<file path="src/design/bsel_pkg.sv">
// Shared constants, modes and decode for the boot mode selector.
// Assumes a single 100 MHz core clock; used by bsel_top and bsel_group.
package bsel_pkg;
  // ==========================================================
  // Timing
  localparam int CLK_PERIOD_NS = 10;
  localparam int STRAP_SETTLE_NS = 100;
  localparam int STRAP_SETTLE_CYC =
    (STRAP_SETTLE_NS + CLK_PERIOD_NS - 1) / CLK_PERIOD_NS;
  localparam int CNT_W = 8;
  // Cycles from reset release until the strap filter holds a settled value
  localparam int SYNC_LAT_CYC = 4;
  localparam int NUM_GRP = 2;
  localparam int GRP_A = 0;
  localparam int GRP_BCD = 1;

  // ==========================================================
  // Register map
  localparam int ADDR_W = 8;
  localparam logic [ADDR_W-1:0] REG_STATUS = 8'h00;
  localparam logic [ADDR_W-1:0] REG_MASK = 8'h04;
  localparam logic [ADDR_W-1:0] REG_MODE = 8'h08;
  localparam logic [ADDR_W-1:0] REG_CTRL = 8'h0C;
  localparam logic [ADDR_W-1:0] REG_IDENT = 8'h10;
  // Arbitrary identification value
  localparam logic [31:0] IDENT_VAL = 32'h0000_0B5E;
  localparam int EVT_W = 6;
  localparam int ST_GO_LSB = 0;
  localparam int ST_RSVD_LSB = 2;
  localparam int ST_CHG_LSB = 4;
  localparam int MODE_W = 5;
  localparam int MODE_BCD_LSB = 8;
  localparam logic [1:0] CTRL_RST = 2'h3;

  // ==========================================================
  // Boot modes
  typedef enum logic [MODE_W-1:0] {
    MD_UNSET = 5'h00,
    MD_EPROM = 5'h01,
    MD_HOST = 5'h02,
    MD_LINK = 5'h04,
    MD_EXTMEM = 5'h08,
    MD_RSVD = 5'h10
  } bsel_mode_e;

  function automatic bsel_mode_e bsel_decode(input logic e, input logic l, input logic b);
    if (e && !l) begin
      bsel_decode = MD_EPROM;
    end else if (e) begin
      bsel_decode = MD_RSVD;
    end else if (l) begin
      bsel_decode = b ? MD_LINK : MD_RSVD;
    end else begin
      bsel_decode = b ? MD_HOST : MD_EXTMEM;
    end
  endfunction
endpackage

</file>
<file path="src/design/bsel_top.sv">
// Boot mode selector for a four-processor module: groups A and BCD.
// Assumes strap pins are static, software on a plain register port.
// What this block does
// - EPROM select high, link select low means 8-bit EPROM boot
// - EPROM select low: link select and pin decide mode
// - EPROM mode drives pin as EPROM select
// - EPROM low, link high, pin high: link port boot
// - Both low, pin high: wait for host
// - Both low, pin low: run external memory
// - Pin driven only in EPROM mode, three-stated in all others
// - Only bus master drives the pin
// - A has own straps; B/C/D share one
// - One instruction per clock, clock runs free
`timescale 1ns/1ps
module bsel_top
  import bsel_pkg::*;
#(
  parameter int SETTLE_CYC = STRAP_SETTLE_CYC
) (
  input wire logic clock, // Core clock, 100 MHz
  input wire logic rst_n, // Async reset, active low
  input wire logic [ADDR_W-1:0] addr, // Register address
  input wire logic [31:0] wdata, // Register write data
  input wire logic wr, // Write strobe
  input wire logic rd, // Read strobe
  output logic [31:0] rdata, // Read data, cycle after rd
  output logic irq, // Level interrupt
  input wire logic eprom_boot_sel_a, // Group A EPROM strap
  input wire logic link_boot_sel_a, // Group A link strap
  input wire logic boot_mem_sel_a_i, // Group A pin, input side
  output logic boot_mem_sel_a_o, // Group A pin, output side
  output logic boot_mem_sel_a_oe, // Group A pin, drive enable
  input wire logic eprom_boot_sel_bcd, // Group BCD EPROM strap
  input wire logic link_boot_sel_bcd, // Group BCD link strap
  input wire logic boot_mem_sel_bcd_i, // Group BCD pin, input side
  output logic boot_mem_sel_bcd_o, // Group BCD pin, output side
  output logic boot_mem_sel_bcd_oe, // Group BCD pin, drive enable
  input wire logic [NUM_GRP-1:0] bus_master, // Group holds the bus
  input wire logic [NUM_GRP-1:0] eprom_cs_req, // Loader selects EPROM
  output logic [NUM_GRP-1:0] boot_go, // Pulse: boot starts
  output bsel_mode_e mode_a, // Group A locked mode
  output bsel_mode_e mode_bcd // Group BCD locked mode
);
  // ==========================================================
  // Per-group decode
  logic [NUM_GRP-1:0] e_pin, l_pin, b_pin, locked, go, rsvd, chg;
  bsel_mode_e mode [NUM_GRP];

  assign e_pin = {eprom_boot_sel_bcd, eprom_boot_sel_a};
  assign l_pin = {link_boot_sel_bcd, link_boot_sel_a};
  assign b_pin = {boot_mem_sel_bcd_i, boot_mem_sel_a_i};

  // Every stage runs on the one free-running instruction clock
  generate
    for (genvar g = 0; g < NUM_GRP; g++) begin : g_grp
      bsel_group #(
        .SETTLE_CYC(SETTLE_CYC)
      ) u_grp (
        .clock(clock),
        .rst_n(rst_n),
        .eprom_sel(e_pin[g]),
        .link_sel(l_pin[g]),
        .boot_mem_in(b_pin[g]),
        .mode(mode[g]),
        .locked(locked[g]),
        .boot_go(go[g]),
        .rsvd_evt(rsvd[g]),
        .chg_evt(chg[g])
      );
    end
  endgenerate

  assign mode_a = mode[GRP_A];
  assign mode_bcd = mode[GRP_BCD];
  assign boot_go = go;

  // ==========================================================
  // Boot memory select pin
  logic [NUM_GRP-1:0] cs_n_r, cs_n_nxt, oe;
  logic [1:0] ctrl_r, ctrl_nxt;

  always_comb begin
    for (int g = 0; g < NUM_GRP; g++) begin
      oe[g] = locked[g] && mode[g] == MD_EPROM
        && bus_master[g] && ctrl_r[g];
      cs_n_nxt[g] = !(eprom_cs_req[g] && oe[g]);
    end
  end

  assign boot_mem_sel_a_o = cs_n_r[GRP_A];
  assign boot_mem_sel_bcd_o = cs_n_r[GRP_BCD];
  assign boot_mem_sel_a_oe = oe[GRP_A];
  assign boot_mem_sel_bcd_oe = oe[GRP_BCD];

  // ==========================================================
  // Registers and interrupt
  logic [EVT_W-1:0] status_r, status_nxt, mask_r, mask_nxt, evt, clr;
  logic [31:0] rdata_r, rdata_nxt;

  assign evt = {chg, rsvd, go};

  function automatic logic hit(input logic [ADDR_W-1:0] a, input logic [ADDR_W-1:0] r);
    hit = (a == r);
  endfunction

  always_comb begin
    clr = (wr && hit(addr, REG_STATUS)) ? wdata[EVT_W-1:0] : '0;
    status_nxt = (status_r & ~clr) | evt;
    mask_nxt = (wr && hit(addr, REG_MASK)) ? wdata[EVT_W-1:0] : mask_r;
    ctrl_nxt = (wr && hit(addr, REG_CTRL)) ? wdata[1:0] : ctrl_r;
    rdata_nxt = '0;
    if (rd) begin
      case (1'b1)
        hit(addr, REG_STATUS): rdata_nxt = 32'(status_r);
        hit(addr, REG_MASK): rdata_nxt = 32'(mask_r);
        hit(addr, REG_MODE): begin
          rdata_nxt[MODE_W-1:0] = mode[GRP_A];
          rdata_nxt[MODE_BCD_LSB +: MODE_W] = mode[GRP_BCD];
        end
        hit(addr, REG_CTRL): rdata_nxt = 32'(ctrl_r);
        hit(addr, REG_IDENT): rdata_nxt = IDENT_VAL;
        default: rdata_nxt = '0;
      endcase
    end
  end

  always_ff @(posedge clock or negedge rst_n) begin
    if (!rst_n) begin
      status_r <= '0;
      mask_r <= '0;
      ctrl_r <= CTRL_RST;
      rdata_r <= '0;
      cs_n_r <= '1;
    end else begin
      status_r <= status_nxt;
      mask_r <= mask_nxt;
      ctrl_r <= ctrl_nxt;
      rdata_r <= rdata_nxt;
      cs_n_r <= cs_n_nxt;
    end
  end

  assign rdata = rdata_r;
  assign irq = |(status_r & mask_r);

  // ==========================================================
  // Checks
  AST_OE_EPROM_ONLY: assert property (@(posedge clock) disable iff (!rst_n)
    boot_mem_sel_a_oe |-> mode[GRP_A] == MD_EPROM)
    else $error("pin A driven outside EPROM mode");
  AST_OE_MASTER: assert property (@(posedge clock) disable iff (!rst_n)
    boot_mem_sel_bcd_oe |-> bus_master[GRP_BCD])
    else $error("pin BCD driven by non-master");
  AST_CS_FOLLOWS: assert property (@(posedge clock) disable iff (!rst_n)
    oe[GRP_A] && eprom_cs_req[GRP_A] |=> !boot_mem_sel_a_o)
    else $error("EPROM select not asserted");
  AST_STICKY: assert property (@(posedge clock) disable iff (!rst_n)
    rsvd[GRP_A] |=> status_r[ST_RSVD_LSB] ##1 status_r[ST_RSVD_LSB] || $past(wr))
    else $error("reserved flag lost");
  AST_RDATA_LATE: assert property (@(posedge clock) disable iff (!rst_n)
    !$past(rd) |-> rdata == 32'h0000_0000)
    else $error("read data outside answer cycle");
  COV_EPROM_DRIVE: cover property (@(posedge clock) disable iff (!rst_n) boot_mem_sel_a_oe);
  COV_IRQ: cover property (@(posedge clock) disable iff (!rst_n) irq);
endmodule

</file>
<file path="src/design/bsel_group.sv">
// One processor group: strap synchroniser, settle wait and mode lock.
// Assumes straps are static levels from pins; clock is the core clock.
`timescale 1ns/1ps
module bsel_group
  import bsel_pkg::*;
#(
  parameter int SETTLE_CYC = STRAP_SETTLE_CYC
) (
  input wire logic clock, // Core clock
  input wire logic rst_n, // Async reset, active low
  input wire logic eprom_sel, // EPROM boot strap pin
  input wire logic link_sel, // Link boot strap pin
  input wire logic boot_mem_in, // Boot memory select pin level
  output bsel_mode_e mode, // Locked boot mode
  output logic locked, // Mode decided
  output logic boot_go, // Pulse: boot starts
  output logic rsvd_evt, // Pulse: reserved strap combination
  output logic chg_evt // High every cycle while strap differs from locked mode
);
  // ==========================================================
  // Synchroniser, three stages per pin
  typedef enum logic [2:0] {
    ST_SETTLE = 3'h1,
    ST_DECIDE = 3'h2,
    ST_RUN = 3'h4
  } bsel_st_e;

  logic [2:0] s1_r, s2_r, s3_r, filt_r, filt_nxt;
  always_ff @(posedge clock or negedge rst_n) begin
    if (!rst_n) begin
      s1_r <= 3'h0;
      s2_r <= 3'h0;
      s3_r <= 3'h0;
      filt_r <= 3'h0;
    end else begin
      s1_r <= {eprom_sel, link_sel, boot_mem_in};
      s2_r <= s1_r;
      s3_r <= s2_r;
      filt_r <= filt_nxt;
    end
  end

  always_comb begin
    for (int i = 0; i < 3; i++) begin
      filt_nxt[i] = (s2_r[i] == s3_r[i]) ? s3_r[i] : filt_r[i];
    end
  end

  // ==========================================================
  // Decode after reset release
  bsel_st_e st_r, st_nxt;
  bsel_mode_e mode_r, mode_nxt, cur_mode;
  logic [CNT_W-1:0] cnt_r, cnt_nxt;
  // A short settle time must not decide on the reset value of the filter
  localparam int WAIT_CYC = (SETTLE_CYC > SYNC_LAT_CYC) ? SETTLE_CYC : SYNC_LAT_CYC;
  logic go_nxt, rsvd_nxt, chg_nxt, go_r, rsvd_r, chg_r;

  assign cur_mode = bsel_decode(filt_r[2], filt_r[1], filt_r[0]);

  always_comb begin
    st_nxt = st_r;
    mode_nxt = mode_r;
    cnt_nxt = cnt_r;
    go_nxt = 1'b0;
    rsvd_nxt = 1'b0;
    chg_nxt = 1'b0;
    case (st_r)
      ST_SETTLE: begin
        cnt_nxt = cnt_r + 1'b1;
        if (cnt_r == CNT_W'(WAIT_CYC - 1)) begin
          st_nxt = ST_DECIDE;
        end
      end
      ST_DECIDE: begin
        mode_nxt = cur_mode;
        st_nxt = ST_RUN;
        rsvd_nxt = (cur_mode == MD_RSVD);
        go_nxt = (cur_mode != MD_RSVD) && (cur_mode != MD_EXTMEM);
      end
      ST_RUN: begin
        chg_nxt = (cur_mode != mode_r) && (mode_r != MD_EPROM || !filt_r[2] || filt_r[1]);
      end
      default: st_nxt = ST_SETTLE;
    endcase
  end

  always_ff @(posedge clock or negedge rst_n) begin
    if (!rst_n) begin
      st_r <= ST_SETTLE;
      mode_r <= MD_UNSET;
      cnt_r <= '0;
      go_r <= 1'b0;
      rsvd_r <= 1'b0;
      chg_r <= 1'b0;
    end else begin
      st_r <= st_nxt;
      mode_r <= mode_nxt;
      cnt_r <= cnt_nxt;
      go_r <= go_nxt;
      rsvd_r <= rsvd_nxt;
      chg_r <= chg_nxt;
    end
  end

  assign mode = mode_r;
  assign locked = (st_r == ST_RUN);
  assign boot_go = go_r;
  assign rsvd_evt = rsvd_r;
  assign chg_evt = chg_r;

  // ==========================================================
  // Checks
  AST_MODE_FROZEN: assert property (@(posedge clock) disable iff (!rst_n)
    locked && $past(locked) |-> $stable(mode_r))
    else $error("mode changed after lock");
  AST_GO_NOT_RSVD: assert property (@(posedge clock) disable iff (!rst_n)
    rsvd_r |-> !go_r && mode_r == MD_RSVD)
    else $error("reserved mode started a boot");
  AST_NO_GO_EXT: assert property (@(posedge clock) disable iff (!rst_n)
    $rose(locked) && mode_r == MD_EXTMEM |-> !go_r)
    else $error("external memory mode started a boot");
  AST_EPROM_LOCK: assert property (@(posedge clock) disable iff (!rst_n)
    st_r == ST_DECIDE && filt_r[2] && !filt_r[1] |=> mode_r == MD_EPROM && go_r)
    else $error("EPROM strap not decoded");
  AST_LINK_LOCK: assert property (@(posedge clock) disable iff (!rst_n)
    st_r == ST_DECIDE && filt_r == 3'h3 |=> mode_r == MD_LINK)
    else $error("link strap not decoded");
  AST_HOST_LOCK: assert property (@(posedge clock) disable iff (!rst_n)
    st_r == ST_DECIDE && filt_r == 3'h1 |=> mode_r == MD_HOST)
    else $error("host strap not decoded");
  COV_LOCK: cover property (@(posedge clock) disable iff (!rst_n) $rose(locked));
  COV_RSVD: cover property (@(posedge clock) disable iff (!rst_n) rsvd_r);
  COV_CHG: cover property (@(posedge clock) disable iff (!rst_n) chg_r);
endmodule

</file>
<file path="config.mk">
export PLATFORM = sky130hd
export DESIGN_NAME = bsel_top
export DESIGN_NICKNAME = d
export VERILOG_FILES = /design/src/design/bsel_pkg.sv /design/src/design/bsel_top.sv /design/src/design/bsel_group.sv
export SDC_FILE = /design/constraint.sdc
export NUM_CORES = 1
export LEC_CHECK = 0
export CORE_ASPECT_RATIO = 1.1
export CORE_MARGIN = 1.5
export CORE_UTILIZATION = 56
export DETAILED_ROUTE_END_ITERATION = 10
export DONT_BUFFER_PORTS = 1
export HOLD_SLACK_MARGIN = 0.08
export PLACE_DENSITY = 0.74
export SETUP_SLACK_MARGIN = 0.3
export SYNTH_ARGS = -nofsm -noshare
export SYNTH_HDL_FRONTEND = slang
export SYNTH_SLANG_ARGS = --single-unit
</file>
<file path="constraint.sdc">
create_clock -name clock -period 1.4 [get_ports clock]
set_input_delay 0 -clock clock [delete_from_list [all_inputs] [get_ports clock]]
set_output_delay 0 -clock clock [all_outputs]
set_load 0.02 [all_outputs]
</file>
==> metrics <==
synthesized area=3810 sq um; Layout area overhead=32.2%; routed len/inst=18.0 microns; share of flip-flops with an asynchronous set or reset after synthesis=100%; Final Max Slew Viols=0; status=complete, but fails checks; final wirelength=8520 microns; initial antenna violation count=0; fillers=387; final core utilization=76.4%; dpl hpwl=4950 microns; Hold Path Class=in2async; Yosys cell types=45; Main synth FF type=dfrtp_1; syn_area_per_cell=11.9 sq um; Fin. Hold Viols=90; slew of the pin with the lowest slew margin=0.528 ns; setup ws final=-0.197 ns; Placeable Area=6590 sq um; via count=2,714; Max Fanout on Critical Path=2; Switching Fraction=26.4%; CP startpoint kind=register; Worst-Skew Late Latency=0.36 ns; Comb pwr share=11.6%; register area share after synthesis=59.3%; unrepaired setup endpoints after global routing=true; I/O Buffers=0; CTS buffer count=9; most frequent cells in the layout=dfrtp_1, nand2_1, buf_4; WP data required=1.40 ns; first-pass GRT wire length=12,500 microns; Max VDD drop=0.706 mV; Hold Worst Slack=-0.669 ns; EDFF count, synth=0; DRC=0; overall die height=89.5 microns; clock power share=34.2%; Vias/cell=5.73; Power per Cell Area=1030 nW/um^2; Root Driver=clkbuf_8; power share of the sequential group=54.2%; Sink Count=90; Net Sw Power=1.37 mW; Placer Congestion=0.884; WP data arrival=1.60 ns; num rows=31; Die X=81.6 microns; Final period util=114%; CTS tree=yes; initial core utilization=57.8%; Pint=3.83 mW; GRT overflow=0; die area=7310 sq um; fin crit period=1.60 ns; count of nets after finishing=445; clock transition at the registers of the reported paths=0.09 ns; Pre-antenna DRT Iters=4; failing checks=hold timing, setup timing; H-tree levels=3; r2r worst-path depth=4; layout cells sized above 1=37.5%; critical path class=reg2out; Clock Path Buffers=2; max-cap viol count=0; maximum clock rate=626 MHz; GRT Total Usage=23.1%; final setup fails=6; initial drt markers=101; Seq cells post-synth=90; leakage=2.29 nW; commonest non-fill, non-tap cell in the layout=dfrtp_1; worst clock skew=0.00871 ns; post-detailed-route count of antenna-violating nets=0; ANT cells=0; pre-CTS worst setup slack=-0.170 ns; CP Capture Type=primary output; largest net degree at the start of global routing=91; I/O pin count=103; Synth warnings=0; number of global-route vias before repair=2,557; Max-slew headroom=64.8%; post-synthesis cell count=320
[path summary, 6_finish.rpt]
check	end	from	slack, ns
hold reg to reg	g_grp[1].u_grp.s2_r[2]$_DFF_PN0_	g_grp[1].u_grp.s1_r[2]$_DFF_PN0_	0.35
min in group clock	rdata[5]$_DFF_PN0_	addr[1]	0.07
setup reg to reg	g_grp[0].u_grp.cnt_r[6]$_DFFE_PN0N_	g_grp[0].u_grp.st_r[0]$_DFFE_PN1P_	-0.04
max in group asynchronous	cs_n_r[1]$_DFF_PN1_	rst_n	1.86
hold / removal	rdata[0]$_DFF_PN0_	rst_n	-0.67
setup / recovery	boot_mem_sel_a_oe	g_grp[0].u_grp.mode[4]$_DFFE_PN0P_	-0.20
[critical path, cell delays in order (launching register included)]
cell,delay (ns)
dfrtp_2,0.42
nand2b_4,0.14
or4_4,0.44
nor2_4,0.11
buf_6,0.12
[state kept, by name, indices dropped and copies added (netlist names), 6 cells and up]
register            cells
rdata                  12
g_grp.u_grp.mode       10
g_grp.u_grp.cnt_r      16
g_grp.u_grp.s2_r        6
g_grp.u_grp.s1_r        6
g_grp.u_grp.st_r        6
mask_r                  6
status_r                6
g_grp.u_grp.s3_r        6
g_grp.u_grp.filt_r      6
[kinds of logic after synthesis]
group	count (synthesis)	share of synthesized area (%)
xor gates and xnor gates	14	3.22
buffers and inverters	34	5.62
muxes	13	3.74
adders and majority gates	10	2.89
and+or+nand+nor	104	15.5
DFF	90	59.3
other	1	0.0984
AOI/OAI and AO/OA	54	9.62
[area by class of cell]
type	count	area [sq um]	area share, %
multi-input cells	216	1810	36.0
flip-flops and latches	90	2270	45.1
repair buffers	64	626	12.4
well taps	82	103	2.04
clock buffers	9	124	2.46
inverters	6	22.5	0.447
clock inverters	7	77.6	1.54
[Yosys cell counts, types with 3 or more instances]
cell type	count	area, sq um
a21o_1	8	60.1
xnor2_1	10	87.6
a22oi_1	3	22.5
o31ai_1	4	30.0
nand3_1	6	30.0
mux2i_1	3	30.0
nor2b_1	5	31.3
nand4_1	3	18.8
maj3_1	6	60.1
clkbuf_1	5	18.8
buf_4	23	173
a21oi_1	13	65.1
o221a_2	3	33.8
mux2_2	4	45.0
nor3_1	3	15.0
xor2_1	4	35.0
nor2_1	12	45.0
mux2_1	6	67.6
nor3b_1	3	22.5
o21ai_0	11	55.1
and3_1	5	31.3
nor3b_2	3	37.5
and4_1	3	26.3
dfstp_2	6	158
nand2b_1	15	93.8
nand2_1	34	128
dfrtp_1	84	2100
ha_1	4	50.1
inv_1	6	22.5
[metrics by stage]
step                cell area [sq um]  hold WS, ns  TNS (ns)  power (mW)  std cells
floorplan                        3970       -0.296    -0.555        3.19        339
global placement                 4010       -0.293     -1.00        3.24        412
detailed placement               4010       -0.294     -1.46        3.26        412
CTS                              4700       -0.690    -0.403        5.15        460
global route                     5040       -0.698    -0.983        5.42        474
finish                           5040       -0.669    -0.477        5.21        474
[per-layer routing]
layer	global-route usage (%)	vias to the layer above	wire length (microns)
met5	0	-	0
met4	10.6	0	212
met3	5.82	25	528
met2	38.0	110	4340
met1	28.8	1358	3440
li1	-	1221	-
[timing repair]
action,in CTS,in global routing
endpoints found under the hold margin,124,100
pin swaps,12,17
buffers inserted,10,10
hold buffers,21,3
endpoints found under the setup margin,45,67
cloned,1,1
resized for setup,48,62
[power groups by stage]
| stage | clock network (mW) | logic, mW | registers (mW) |
|---|---|---|---|
| after floorplan | 0 | 0.307 | 2.88 |
| after global placement | 0 | 0.393 | 2.85 |
| after detailed placement | 0 | 0.404 | 2.86 |
| after CTS | 1.83 | 0.509 | 2.82 |
| after global routing | 1.93 | 0.648 | 2.84 |
| final | 1.78 | 0.605 | 2.82 |
Power figures use the tool's default switching activity.
